<file path="config.mk">
export PLATFORM = sky130hd
export DESIGN_NAME = phy_base_regs
export DESIGN_NICKNAME = d
export VERILOG_FILES = /design/src/core/phy_base_regs_pkg.sv /design/src/core/phy_base_regs.sv
export SDC_FILE = /design/constraint.sdc
export NUM_CORES = 1
export LEC_CHECK = 0
export BUFFER_PORTS_ARGS = -buffer_cell sky130_fd_sc_hd__clkbuf_2
export CORE_ASPECT_RATIO = 0.6
export CORE_MARGIN = 10
export CORE_UTILIZATION = 39
export CTS_BUF_LIST = sky130_fd_sc_hd__clkbuf_8
export DETAILED_ROUTE_END_ITERATION = 10
export GPL_TIMING_DRIVEN = 0
export PLACE_DENSITY = 0.79
export SLEW_MARGIN = 20
export SYNTH_ARGS = -nofsm -noshare
export SYNTH_HDL_FRONTEND = slang
export SYNTH_SLANG_ARGS = --single-unit
export TNS_END_PERCENT = 10
</file>
<file path="constraint.sdc">
create_clock -name CLK -period 2.1 [get_ports CLK]
set_input_delay 0.42 -clock CLK [delete_from_list [all_inputs] [get_ports CLK]]
set_output_delay 0.42 -clock CLK [all_outputs]
set_load 0.01 [all_outputs]
</file>
<file path="src/core/phy_base_regs_pkg.sv">
// Purpose: Constants for the base register controls of a three-port cable physical layer.
// Assumes: AXI4-Lite register access, 32-bit data, one register per aligned word.
// Notes: The printed offsets are register indices; the byte address is four times the index.
// How it works
// - Cable power fall sets cable power flag.
// - Cable power flag resets to one; write-one clears.
// - Cable power flag plus watchdog wakes idle link.
// - State time-out sets flag and requests bus reset.
// - Time-out flag resets zero; write-one clears.
// - Time-out flag plus watchdog wakes idle link.
// - Enabled port status change sets port event flag.
// - Resume start sets port event under watchdog.
// - Port event flag resets zero; write-one clears.
// - Arbitration acceleration enable, zero reset, ignored 1394b.
// - Multispeed concatenation enable, zero reset, ignored 1394b.
// - Legacy speed field reports highest capped self-ID speed since bus init.
// - Link-mode bit mirrors link mode select pin.
// - Two-bit bridge field, zero after reset.
// - Three-bit page selector, zero after reset.
// - Four-bit port selector, zero after reset.
// - Unimplemented port reads whole status page zero.
// - Watchdog enable gates resume event and wake.
package phy_base_regs_pkg;
    localparam logic [3:0] IDX_IRQ_FLAGS   = 4'h5;  // Flags and watchdog enable.
    localparam logic [3:0] IDX_FEATURES    = 4'h6;  // Enables, legacy speed, link mode, bridge.
    localparam logic [3:0] IDX_PAGE_PORT   = 4'h7;  // Page and port selection.
    localparam logic [3:0] IDX_PAGE_FIRST  = 4'h8;  // First paged register.
    localparam int         ADDR_WORD_LSB   = 2;
    localparam int         ADDR_IDX_W      = 4;
    // Flag register fields.
    localparam int         BIT_WDOG        = 0;
    localparam int         BIT_PEI         = 1;
    localparam int         BIT_STATE_TIMEOUT_IRQ_FLAG        = 2;
    localparam int         BIT_CABLE_POWER_IRQ_FLAG        = 3;
    // Feature register fields.
    localparam int         BIT_EAA         = 0;
    localparam int         BIT_EMC         = 1;
    localparam int         LSB_LEGACY_SPD  = 2;
    localparam int         BIT_LINK_MODE   = 5;
    localparam int         LSB_BRIDGE      = 6;
    // Page and port register fields.
    localparam int         LSB_PORT_SEL    = 0;
    localparam int         LSB_PAGE_SEL    = 4;
    localparam logic [2:0] SPEED_S400      = 3'h2;
    localparam logic [2:0] PAGE_PORT_STAT  = 3'h0;
    localparam logic       RST_CABLE_POWER_IRQ_FLAG        = 1'b1;
    localparam logic [1:0] RESP_OKAY       = 2'h0;
    localparam logic [1:0] RESP_SLVERR     = 2'h2;
endpackage

</file>
<file path="src/core/phy_base_regs.sv">
// Purpose: Base register controls of a cable physical layer, reached over AXI4-Lite.
// Assumes: Event inputs are single-cycle pulses synchronous to CLK.
// Notes: Port status page content comes in on PORT_PAGE_DATA, flattened per port.
`timescale 1ns/100ps
`default_nettype none
module phy_base_regs
    import phy_base_regs_pkg::*;
#(
    parameter int NUM_PORTS = 3,
    parameter int PAGE_REGS = 8
) (
    input  wire logic                          CLK,
    input  wire logic                          RST,
    input  wire logic                          CE,
    input  wire logic [5:0]                    S_AWADDR,
    input  wire logic                          S_AWVALID,
    output logic                               S_AWREADY,
    input  wire logic [31:0]                   S_WDATA,
    input  wire logic [3:0]                    S_WSTRB,
    input  wire logic                          S_WVALID,
    output logic                               S_WREADY,
    output logic [1:0]                         S_BRESP,
    output logic                               S_BVALID,
    input  wire logic                          S_BREADY,
    input  wire logic [5:0]                    S_ARADDR,
    input  wire logic                          S_ARVALID,
    output logic                               S_ARREADY,
    output logic [31:0]                        S_RDATA,
    output logic [1:0]                         S_RRESP,
    output logic                               S_RVALID,
    input  wire logic                          S_RREADY,
    input  wire logic                          CABLE_POWER_SENSE_IN,
    input  wire logic                          STATE_TIMEOUT_EVENT,
    input  wire logic [NUM_PORTS-1:0]          PORT_STATUS_CHANGE,
    input  wire logic [NUM_PORTS-1:0]          PER_PORT_EVENT_ENABLE,
    input  wire logic [NUM_PORTS-1:0]          PORT_RESUME_START,
    input  wire logic                          LINK_ACTIVE,
    input  wire logic                          BETA_MODE,
    input  wire logic                          SELF_ID_LEGACY_VALID,
    input  wire logic [2:0]                    SELF_ID_LEGACY_SPEED,
    input  wire logic                          BUS_INIT_START,
    input  wire logic                          LINK_MODE_SELECT_PIN,
    input  wire logic [NUM_PORTS*PAGE_REGS*8-1:0] PORT_PAGE_DATA,
    output logic                               LINK_ON_NOTIFY_OUT,
    output logic                               BUS_RESET_REQUEST,
    output logic                               ARB_ACCEL_ACTIVE,
    output logic                               MULTISPEED_CONCAT_ACTIVE,
    output logic [1:0]                         BRIDGE_FIELD,
    output logic [2:0]                         PAGE_SELECT,
    output logic [3:0]                         PORT_SELECT
);

    // Control and status state.
    logic       cable_power_irq_flag;
    logic       state_timeout_irq_flag;
    logic       port_event_irq_flag;
    logic       watchdog_wake_enable;
    logic       arb_acceleration_enable;
    logic       multispeed_concat_enable;
    logic [2:0] legacy_path_speed;
    logic [1:0] bridge;
    logic [2:0] page_sel;
    logic [3:0] port_sel;
    logic       cps_prev;
    logic       beta_link_present;

    // Bus slave state.
    logic                  aw_held;
    logic                  w_held;
    logic [ADDR_IDX_W-1:0] aw_idx;
    logic [31:0]           w_data;
    logic [3:0]            w_strb;

    // Caps a self-ID speed code at the legacy ceiling.
    function automatic logic [2:0] cap_speed(input logic [2:0] code);
        cap_speed = (code > SPEED_S400) ? SPEED_S400 : code;
    endfunction

    // Turns a byte address into a register index.
    function automatic logic [ADDR_IDX_W-1:0] word_idx(input logic [5:0] addr);
        word_idx = addr[ADDR_WORD_LSB +: ADDR_IDX_W];
    endfunction

    // Write channel decode: a write happens once address and data are both held.
    wire        wr_fire   = aw_held && w_held && !S_BVALID;
    wire        wr_flags  = wr_fire && (aw_idx == IDX_IRQ_FLAGS) && w_strb[0];
    wire        wr_feat   = wr_fire && (aw_idx == IDX_FEATURES) && w_strb[0];
    wire        wr_pgport = wr_fire && (aw_idx == IDX_PAGE_PORT) && w_strb[0];
    wire        wr_mapped = (aw_idx == IDX_IRQ_FLAGS) || (aw_idx == IDX_FEATURES)
                          || (aw_idx == IDX_PAGE_PORT);

    // Flag events and their write-one clears; the set term is applied last.
    wire cps_fall   = cps_prev && !CABLE_POWER_SENSE_IN;
    wire port_event = |(PORT_STATUS_CHANGE & PER_PORT_EVENT_ENABLE)
                    || (watchdog_wake_enable && |PORT_RESUME_START);
    wire clr_cable_power_irq_flag   = wr_flags && w_data[BIT_CABLE_POWER_IRQ_FLAG];
    wire clr_state_timeout_irq_flag   = wr_flags && w_data[BIT_STATE_TIMEOUT_IRQ_FLAG];
    wire clr_pei    = wr_flags && w_data[BIT_PEI];
    wire next_cable_power_irq_flag  = cps_fall || (cable_power_irq_flag && !clr_cable_power_irq_flag);
    wire next_state_timeout_irq_flag  = STATE_TIMEOUT_EVENT || (state_timeout_irq_flag && !clr_state_timeout_irq_flag);
    wire next_pei   = port_event || (port_event_irq_flag && !clr_pei);

    // Wake request while the link is idle and a serviced flag stands.
    wire next_link_on = watchdog_wake_enable && !LINK_ACTIVE
                      && (cable_power_irq_flag || state_timeout_irq_flag);

    // Paged read: port status page of the selected port, zero if not implemented.
    wire        port_ok   = (port_sel < 4'(NUM_PORTS));
    wire [ADDR_IDX_W-1:0] rd_idx = word_idx(S_ARADDR);
    wire        rd_paged  = (rd_idx >= IDX_PAGE_FIRST);
    wire [2:0]  page_off  = 3'(rd_idx - IDX_PAGE_FIRST);
    wire [7:0]  page_byte = (port_ok && page_sel == PAGE_PORT_STAT && port_sel < 4'(NUM_PORTS))
                          ? PORT_PAGE_DATA[(int'(port_sel) * PAGE_REGS + int'(page_off)) * 8 +: 8]
                          : 8'h00;
    wire [7:0]  flags_rd  = {4'h0, cable_power_irq_flag, state_timeout_irq_flag,
                             port_event_irq_flag, watchdog_wake_enable};
    wire [7:0]  feat_rd   = {bridge, beta_link_present, legacy_path_speed,
                             multispeed_concat_enable, arb_acceleration_enable};
    wire [7:0]  pgport_rd = {1'b0, page_sel, port_sel};
    wire        rd_mapped = rd_paged || (rd_idx == IDX_IRQ_FLAGS)
                          || (rd_idx == IDX_FEATURES) || (rd_idx == IDX_PAGE_PORT);
    wire [7:0]  rd_byte   = rd_paged                    ? page_byte :
                            (rd_idx == IDX_IRQ_FLAGS)   ? flags_rd  :
                            (rd_idx == IDX_FEATURES)    ? feat_rd   :
                            (rd_idx == IDX_PAGE_PORT)   ? pgport_rd : 8'h00;

    // Interrupt flags, edge history and the wake output.
    always_ff @(posedge CLK or posedge RST) begin
        if (RST) begin
            cable_power_irq_flag   <= RST_CABLE_POWER_IRQ_FLAG;
            state_timeout_irq_flag <= 1'b0;
            port_event_irq_flag    <= 1'b0;
            cps_prev               <= 1'b0;
            LINK_ON_NOTIFY_OUT     <= 1'b0;
            BUS_RESET_REQUEST      <= 1'b0;
        end else if (CE) begin
            cable_power_irq_flag   <= next_cable_power_irq_flag;
            state_timeout_irq_flag <= next_state_timeout_irq_flag;
            port_event_irq_flag    <= next_pei;
            cps_prev               <= CABLE_POWER_SENSE_IN;
            LINK_ON_NOTIFY_OUT     <= next_link_on;
            BUS_RESET_REQUEST      <= STATE_TIMEOUT_EVENT;
        end
    end

    // Software-written controls; none is touched by bus reset.
    always_ff @(posedge CLK or posedge RST) begin
        if (RST) begin
            watchdog_wake_enable     <= 1'b0;
            arb_acceleration_enable  <= 1'b0;
            multispeed_concat_enable <= 1'b0;
            bridge                   <= 2'h0;
            page_sel                 <= 3'h0;
            port_sel                 <= 4'h0;
        end else if (CE) begin
            if (wr_flags) begin
                watchdog_wake_enable <= w_data[BIT_WDOG];
            end
            if (wr_feat) begin
                arb_acceleration_enable  <= w_data[BIT_EAA];
                multispeed_concat_enable <= w_data[BIT_EMC];
                bridge                   <= w_data[LSB_BRIDGE +: 2];
            end
            if (wr_pgport) begin
                port_sel <= w_data[LSB_PORT_SEL +: 4];
                page_sel <= w_data[LSB_PAGE_SEL +: 3];
            end
        end
    end

    // Observed status: legacy speed from self-ID, link mode pin mirror.
    always_ff @(posedge CLK or posedge RST) begin
        if (RST) begin
            legacy_path_speed <= 3'h0;
            beta_link_present <= 1'b0;
        end else if (CE) begin
            beta_link_present <= LINK_MODE_SELECT_PIN;
            if (BUS_INIT_START) begin
                legacy_path_speed <= 3'h0;
            end else if (SELF_ID_LEGACY_VALID
                         && cap_speed(SELF_ID_LEGACY_SPEED) > legacy_path_speed) begin
                legacy_path_speed <= cap_speed(SELF_ID_LEGACY_SPEED);
            end
        end
    end

    // Effective feature enables and field copies driven out of flip-flops.
    always_ff @(posedge CLK or posedge RST) begin
        if (RST) begin
            ARB_ACCEL_ACTIVE         <= 1'b0;
            MULTISPEED_CONCAT_ACTIVE <= 1'b0;
            BRIDGE_FIELD             <= 2'h0;
            PAGE_SELECT              <= 3'h0;
            PORT_SELECT              <= 4'h0;
        end else if (CE) begin
            ARB_ACCEL_ACTIVE         <= arb_acceleration_enable && !BETA_MODE;
            MULTISPEED_CONCAT_ACTIVE <= multispeed_concat_enable && !BETA_MODE;
            BRIDGE_FIELD             <= bridge;
            PAGE_SELECT              <= page_sel;
            PORT_SELECT              <= port_sel;
        end
    end

    // Write channels: address and data are taken in either order, then answered.
    always_ff @(posedge CLK or posedge RST) begin
        if (RST) begin
            aw_held   <= 1'b0;
            w_held    <= 1'b0;
            aw_idx    <= '0;
            w_data    <= 32'h0;
            w_strb    <= 4'h0;
            S_AWREADY <= 1'b0;
            S_WREADY  <= 1'b0;
            S_BVALID  <= 1'b0;
            S_BRESP   <= RESP_OKAY;
        end else if (CE) begin
            S_AWREADY <= 1'b0;
            S_WREADY  <= 1'b0;
            if (S_AWVALID && !aw_held && !S_AWREADY) begin
                S_AWREADY <= 1'b1;
                aw_held   <= 1'b1;
                aw_idx    <= word_idx(S_AWADDR);
            end
            if (S_WVALID && !w_held && !S_WREADY) begin
                S_WREADY <= 1'b1;
                w_held   <= 1'b1;
                w_data   <= S_WDATA;
                w_strb   <= S_WSTRB;
            end
            if (wr_fire) begin
                S_BVALID <= 1'b1;
                S_BRESP  <= wr_mapped ? RESP_OKAY : RESP_SLVERR;
            end else if (S_BVALID && S_BREADY) begin
                S_BVALID <= 1'b0;
                aw_held  <= 1'b0;
                w_held   <= 1'b0;
            end
        end
    end

    // Read channel: one read at a time, data captured as the address is taken.
    always_ff @(posedge CLK or posedge RST) begin
        if (RST) begin
            S_ARREADY <= 1'b0;
            S_RVALID  <= 1'b0;
            S_RDATA   <= 32'h0;
            S_RRESP   <= RESP_OKAY;
        end else if (CE) begin
            S_ARREADY <= 1'b0;
            if (S_ARVALID && !S_RVALID && !S_ARREADY) begin
                S_ARREADY <= 1'b1;
                S_RVALID  <= 1'b1;
                S_RDATA   <= {24'h0, rd_byte};
                S_RRESP   <= rd_mapped ? RESP_OKAY : RESP_SLVERR;
            end else if (S_RVALID && S_RREADY) begin
                S_RVALID <= 1'b0;
            end
        end
    end

endmodule // phy_base_regs
`default_nettype wire

</file>
==> results.sh, run 1 <==
export IMPL_status="complete, no violations"
export IMPL_synth_edf_count=0
export IMPL_crit_path_end_kind="register"
export IMPL_num_antenna_cells=0
export IMPL_core_area_um2=11500
export IMPL_yosysUniqueCellTypes=48
export IMPL_yosysMostFrequentCell="mux2i_1"
export IMPL_drive_gt1_share_pct=54.1
export IMPL_crit_arrival_ps=2230
export IMPL_grt_max_degree=57
export IMPL_grt_pass1_vias=4966
export IMPL_cp_start_kind="register"
export IMPL_ys_warn_count=0
export IMPL_dr_pass1_iters=5
export IMPL_crit_family="compound AO/OA/AOI/OAI gates"
export IMPL_multi_input_area_um2=2740
export IMPL_initial_core_util_pct=40.6
export IMPL_relSlewSlack_pct=42.3
export IMPL_met2_usage_pct=36.1
export IMPL_seq_area_um2=1580
export IMPL_p_sw_mw=1.87
export IMPL_cts_buffers=9
export IMPL_synth_area_um2=4680
export IMPL_worst_path_buf_inv=1
export IMPL_power_density_nw_per_um2=779
export IMPL_areaGrowthSynthToFinish_pct=39.2
export IMPL_setup_violations=0
export IMPL_slowest_delay_ps=430
export IMPL_synthesis_instances=414
export IMPL_use_met1_pct=27.8
export IMPL_grt_total_usage_pct=21.8
export IMPL_grt_pass1_wl_um=29000
export IMPL_die_area_um2=16900
export IMPL_path_clk_slew_ps=70
export IMPL_finalNonFillerCells=879
export IMPL_maxCapViolations=0
export IMPL_cts_hold_buf=1
export IMPL_ys_seq_area_share_pct=33.7
export IMPL_port_buffers=261
export IMPL_fmax_mhz=498
export IMPL_synth_area_per_cell_um2=11.3
export IMPL_placed_area_um2=6310
export IMPL_crit_slowest_cell="dfrtp_1"
export IMPL_grt_antenna_before_repair=0
export IMPL_r2r_start="legacy_path_speed[1]$_DFFE_PP0P_"
export IMPL_hold_viol_final=0
export IMPL_dieHeight_um=105
export IMPL_ctsRootBufferMaster="clkbuf_8"
export IMPL_p_int_mw=3.20
export IMPL_clk_insertion_delay_late_ps=340
export IMPL_p_leak_nw=3.47
export IMPL_sequentialPowerShare_pct=40.5
export IMPL_viasPerCell=5.30
export IMPL_die_x_um=161
export IMPL_routed_wl_um=19700
export IMPL_min_period_ps=2010
export IMPL_gr_total_overflow=0
export IMPL_fin_crit_sh_pct=95.6
export IMPL_r2r_end="legacy_path_speed[0]$_DFFE_PP0P_"
export IMPL_h_tree_depth=3
export IMPL_p_comb_share_pct=39.2
export IMPL_clock_path_buffers=2
export IMPL_ys_ff_latch=63
export IMPL_worst_slew_pin_transition_ps=862
export IMPL_fin_area_um2=6510
export IMPL_total_power_mw=5.08
export IMPL_cts_resized=0
export IMPL_cp_endpoint="legacy_path_speed[0]$_DFFE_PP0P_"
export IMPL_vdd_drop_max_mv=0.711
export IMPL_cpMostUsedCell="o21ai_0"
export IMPL_cts_tree="yes"
export IMPL_placed_cells=862
export IMPL_ys_top_cells_by_area="dfrtp_1 33%, mux2i_1 14%, mux2_2 11%, a22oi_1 6.9%, mux4_2 4.8%"
export IMPL_cp_depth=7
export IMPL_synth_top_cell_area_share_pct=33.2
export IMPL_rsz0062_at_grt="false"
export IMPL_drtIter0Drc=371
export IMPL_fin_nets=984
export IMPL_rrSetupSlack_ps=90
export IMPL_grt_busiest_layer="met2"
export IMPL_crit_fanout=3
export IMPL_crit_chain="inv_1 > ha_1 > nor2b_1 > o21ai_0 > a21oi_1 > o21ai_0 > mux2_2"
export IMPL_drcViolationCount=0
export IMPL_cts_sinks=63
export IMPL_synth_area_leader_cell="dfrtp_1"
export IMPL_nFillCells=1002
export IMPL_post_dp_hpwl_um=17000
export IMPL_r2r_cells=7
export IMPL_route_vias_total=4656
export IMPL_place_gp_congestion=0.889
export IMPL_core_rowCount=30
export IMPL_min_path_type="in2reg"
export IMPL_critPathKind="reg2reg"
export IMPL_critPathLaunch="legacy_path_speed[1]$_DFFE_PP0P_"
export IMPL_cp_required_ps=2330
export IMPL_ant_nets=0
export IMPL_clkPwrFrac_pct=20.3
export IMPL_met3_usage_pct=7.17
export IMPL_wl_per_cell_um=22.4
export IMPL_ios=321
export IMPL_synthArstFlopShare_pct=100
export IMPL_yosys_most_used_dff="dfrtp_1"
export IMPL_setup_slack_ps=91.7
export IMPL_synth_commonest_cells="64 x mux2i_1, 62 x dfrtp_1, 45 x mux2_2"
export IMPL_post_cts_buffers=0
export IMPL_slew_violations=0
export IMPL_switching_share_pct=36.9
export IMPL_place_ws_ps=-196
export IMPL_fin_skew_ps=3.41
==> metrics by stage <==
step           TNS, ps  hold slack [ps]  utilization (%)
5_1_grt              0              231             56.5
3_5_place_dp      -391              318             54.8
2_1_floorplan        0              445                -
3_3_place_gp    -35300              460             54.5
4_1_cts              0              229             56.5
6_report             0              242             56.5
==> sequential cells by signal, indices dropped and copies added (netlist names), 2 cells and up <==
name	count
BRIDGE_FIELD	2
PAGE_SELECT	3
PORT_SELECT	4
S_RDATA	8
aw_idx	4
bridge	2
legacy_path_speed	3
page_sel	3
port_sel	4
w_data	8
==> kinds of logic (layout without fill, tap and decap cells) <==
group / count (synthesis) / count (layout) / share of synthesized area [%]
other cells: 1 / 27 / 0.0802
fa+ha+maj: 3 / 3 / 0.803
simple gates: 65 / 65 / 8.29
compound gates: 95 / 95 / 14.4
buf+inv: 61 / 340 / 9.68
mux: 126 / 126 / 33.0
flops: 63 / 63 / 33.7
==> worst min path at each step <==
stage / from / endpoint / slack [ps] / depth (start not counted)
after floorplan: port_event_irq_flag$_DFFE_PP0P_ / port_event_irq_flag$_DFFE_PP0P_ / 450 / 1
after global placement: port_event_irq_flag$_DFFE_PP0P_ / port_event_irq_flag$_DFFE_PP0P_ / 460 / 1
after detailed placement: RST / legacy_path_speed[0]$_DFFE_PP0P_ / 320 / 2
final: CABLE_POWER_SENSE_IN / cable_power_irq_flag$_DFFE_PP1P_ / 240 / 2
after CTS: CABLE_POWER_SENSE_IN / cable_power_irq_flag$_DFFE_PP1P_ / 230 / 2
after global routing: CABLE_POWER_SENSE_IN / cable_power_irq_flag$_DFFE_PP1P_ / 230 / 2
==> cell usage in the layout (no fill, tap or decap), drive strengths merged, types with 7 or more instances in the layout <==
cell / count
nand3: 22
mux4: 16
a31oi: 14
conb: 27
dfrtp: 62
a22oi: 44
nand2: 18
mux2i: 64
nor2b: 7
mux2: 46
buf: 51
inv: 10
o21ai: 11
clkbuf: 275
==> area by class of cell <==
class	instances	area share (%)
well taps	160	3.07
inverters	7	0.442
plain buffers	54	6.55
clock inverters	6	0.826
multi-input cells	316	42.1
flip-flops and latches	63	24.2
repair buffers	263	20.6
clock buffers	10	2.11
==> power by group through the flow <==
stage,Clock [mW],Sequential [mW],Combinational [mW]
after floorplan,0,2.02,1.09
after global placement,0,2.03,1.93
after detailed placement,0,2.07,1.98
after CTS,1.05,2.05,1.99
after global routing,1.10,2.11,2.15
final,1.03,2.06,1.99
==> layer usage <==
layer	share of wire (%)	up-vias
met1	43	2293
met4	0.35	0
met3	9.1	9
met2	48	206
li1	-	2148
met5	0	-
Note: power is estimated with default switching activity, not from simulation.
==> run 2, diff against run 1 <==
Settings changed: BUFFER_PORTS_ARGS -buffer_cell sky130_fd_sc_hd__clkbuf_2 to -buffer_cell sky130_fd_sc_hd__buf_2.
==> run 2 against run 1 <==
  * Design area decreased by 0.56%
  * Power fell by 4.0%
  * Cell count up 0.11%
  * Maximum frequency increased by 4.4%
  * Combinational power hardly changed
  * Critical path depth fell by 3
  * Clock skew grew 4.4 ps
  * Sequential cell count unchanged
  * Clock power shrank 18%
  * Worst hold slack lost 7.2 ps
  * Sequential share of layout area is 0.14 points higher
  * Non-clock buffer count is the same
  * Critical endpoint is now S_RDATA[3]$_DFFE_PP0P_
  * Largest power group unchanged
==> results.sh, run 2 (synthesized netlist as in run 1, its figures left out) <==
export IMPL_grt_max_degree=50
export IMPL_relSlewSlack_pct=45.4
export IMPL_cp_start_kind="register"
export IMPL_ctsRootBufferMaster="clkbuf_8"
export IMPL_initial_core_util_pct=40.6
export IMPL_met2_length_um=9180
export IMPL_dr_pass1_iters=5
export IMPL_setup_slack_ps=177
export IMPL_areaGrowthSynthToFinish_pct=38.5
export IMPL_critPathKind="reg2reg"
export IMPL_final_core_util_pct=56.2
export IMPL_fin_nets=984
export IMPL_rsz0062_at_grt="false"
export IMPL_slew_violations=0
export IMPL_dieHeight_um=105
export IMPL_port_buffers=261
export IMPL_fin_skew_ps=7.78
export IMPL_place_gp_congestion=0.907
export IMPL_wl_per_cell_um=22.4
export IMPL_finalNonFillerCells=880
export IMPL_grt_pass1_wl_um=29600
export IMPL_routed_wl_um=19700
export IMPL_grt_antenna_before_repair=1
export IMPL_cts_tree="yes"
export IMPL_h_tree_depth=3
export IMPL_cts_sinks=63
export IMPL_viasPerCell=5.34
export IMPL_drtIter0Drc=371
export IMPL_clock_path_buffers=2
export IMPL_post_cts_buffers=0
export IMPL_setup_violations=0
export IMPL_final_common_cell="buf_2"
export IMPL_hold_viol_final=0
export IMPL_ant_nets=0
export IMPL_clk_insertion_delay_late_ps=340
export IMPL_crit_slowest_cell="nor3b_2"
export IMPL_reg_top3="S_RDATA x8, w_data x8"
export IMPL_drive_gt1_share_pct=53.8
export IMPL_die_x_um=161
export IMPL_crit_chain="nor3b_2 > a22oi_1 > a31oi_1 > o22a_1"
export IMPL_ios=321
export IMPL_gr_total_overflow=0
export IMPL_drcViolationCount=0
export IMPL_crit_fanout=8
export IMPL_wl_met1_um=8310
export IMPL_core_rowCount=30
export IMPL_path_clk_slew_ps=70
export IMPL_die_area_um2=16900
export IMPL_fin_crit_sh_pct=91.6
export IMPL_grt_total_usage_pct=22.1
export IMPL_maxCapViolations=0
export IMPL_slowest_delay_ps=710
export IMPL_post_dp_hpwl_um=16900
export IMPL_cts_buffers=9
export IMPL_top_layer="met4"
export IMPL_met3_length_um=1990
export IMPL_fmax_mhz=520
export IMPL_vdd_drop_max_mv=0.525
export IMPL_crit_arrival_ps=2210
export IMPL_p_leak_nw=3.42
export IMPL_place_ws_ps=-158
export IMPL_grt_pass1_vias=5073
export IMPL_min_path_type="in2reg"
export IMPL_crit_family="simple AND/OR/NAND/NOR gates"
export IMPL_min_period_ps=1920
export IMPL_worst_path_buf_inv=0
export IMPL_core_area_um2=11500
export IMPL_status="complete, no violations"
export IMPL_route_vias_total=4698
export IMPL_worst_slew_pin_transition_ps=817
export IMPL_placed_cells=862
export IMPL_crit_path_end_kind="register"
export IMPL_final_cell_mix="271 x buf_2, 64 x mux2i_1, 62 x dfrtp_1"
export IMPL_cp_required_ps=2390
export IMPL_power_density_nw_per_um2=753
run 2: stage by stage:
step	hold WS, ps	cell area, um^2	TNS [ps]	power [mW]
2_1_floorplan	445	4770	0	3.12
3_3_place_gp	460	6280	-36720	3.96
3_5_place_dp	367	6310	-330	4.04
4_1_cts	216	6470	0	4.90
5_1_grt	215	6470	0	5.19
6_report	235	6480	0	4.87
run 2: metal layers:
| layer | vias up | track usage, % |
|---|---|---|
| met5 | - | 0 |
| met1 | 2280 | 27.9 |
| li1 | 2153 | - |
| met3 | 23 | 7.76 |
| met4 | 0 | 4.27 |
| met2 | 242 | 35.9 |
run 2: worst reg2reg max path: cells and delay by family, from the launching register on:
family	cells	cell delay, ps
flops	1	490
compound gates	3	670
simple gates	1	710
run 2: worst paths after layout:
check | start | end | slack [ps] | depth (start not counted)
max in group asynchronous | RST | port_sel[2]$_DFFE_PP0P_ | 1020 | 4
min reg2reg | MULTISPEED_CONCAT_ACTIVE$_DFFE_PP0P_ | MULTISPEED_CONCAT_ACTIVE$_DFFE_PP0P_ | 490 | 1
min in group asynchronous | RST | S_RVALID$_DFFE_PP0P_ | 570 | 3
min | CABLE_POWER_SENSE_IN | cable_power_irq_flag$_DFFE_PP1P_ | 240 | 2
max | port_sel[1]$_DFFE_PP0P_ | S_RDATA[3]$_DFFE_PP0P_ | 180 | 4
max reg2reg | port_sel[1]$_DFFE_PP0P_ | S_RDATA[3]$_DFFE_PP0P_ | 180 | 4
run 2: area by class of cell:
| cell class | instances | area [um^2] |
|---|---|---|
| sequential | 63 | 1580 |
| timing repair buffer | 263 | 1340 |
| tap | 160 | 200 |
| antenna | 1 | 2.50 |
| buffer | 54 | 427 |
| inverter | 7 | 28.8 |
| clock buffer | 9 | 124 |
| clock inverter | 7 | 28.8 |
| fill | 1039 | 5050 |
| multi-input combinational | 316 | 2740 |
run 2: power breakdown:
part / total, mW / switching, mW / internal [mW] / leakage, nW
sequential: 2.05 / 0.400 / 1.65 / 0.791
clock: 0.842 / 0.440 / 0.402 / 0.0992
combinational: 1.98 / 0.990 / 0.990 / 2.53
total: 4.87 / 1.83 / 3.04 / 3.42
run 2: repair_timing:
action | in CTS | in global routing
hold endpoints to repair | 3 | 0
endpoints found under the setup margin | 0 | 1
hold buffers | 1 | 0
gates resized for setup | 0 | 1
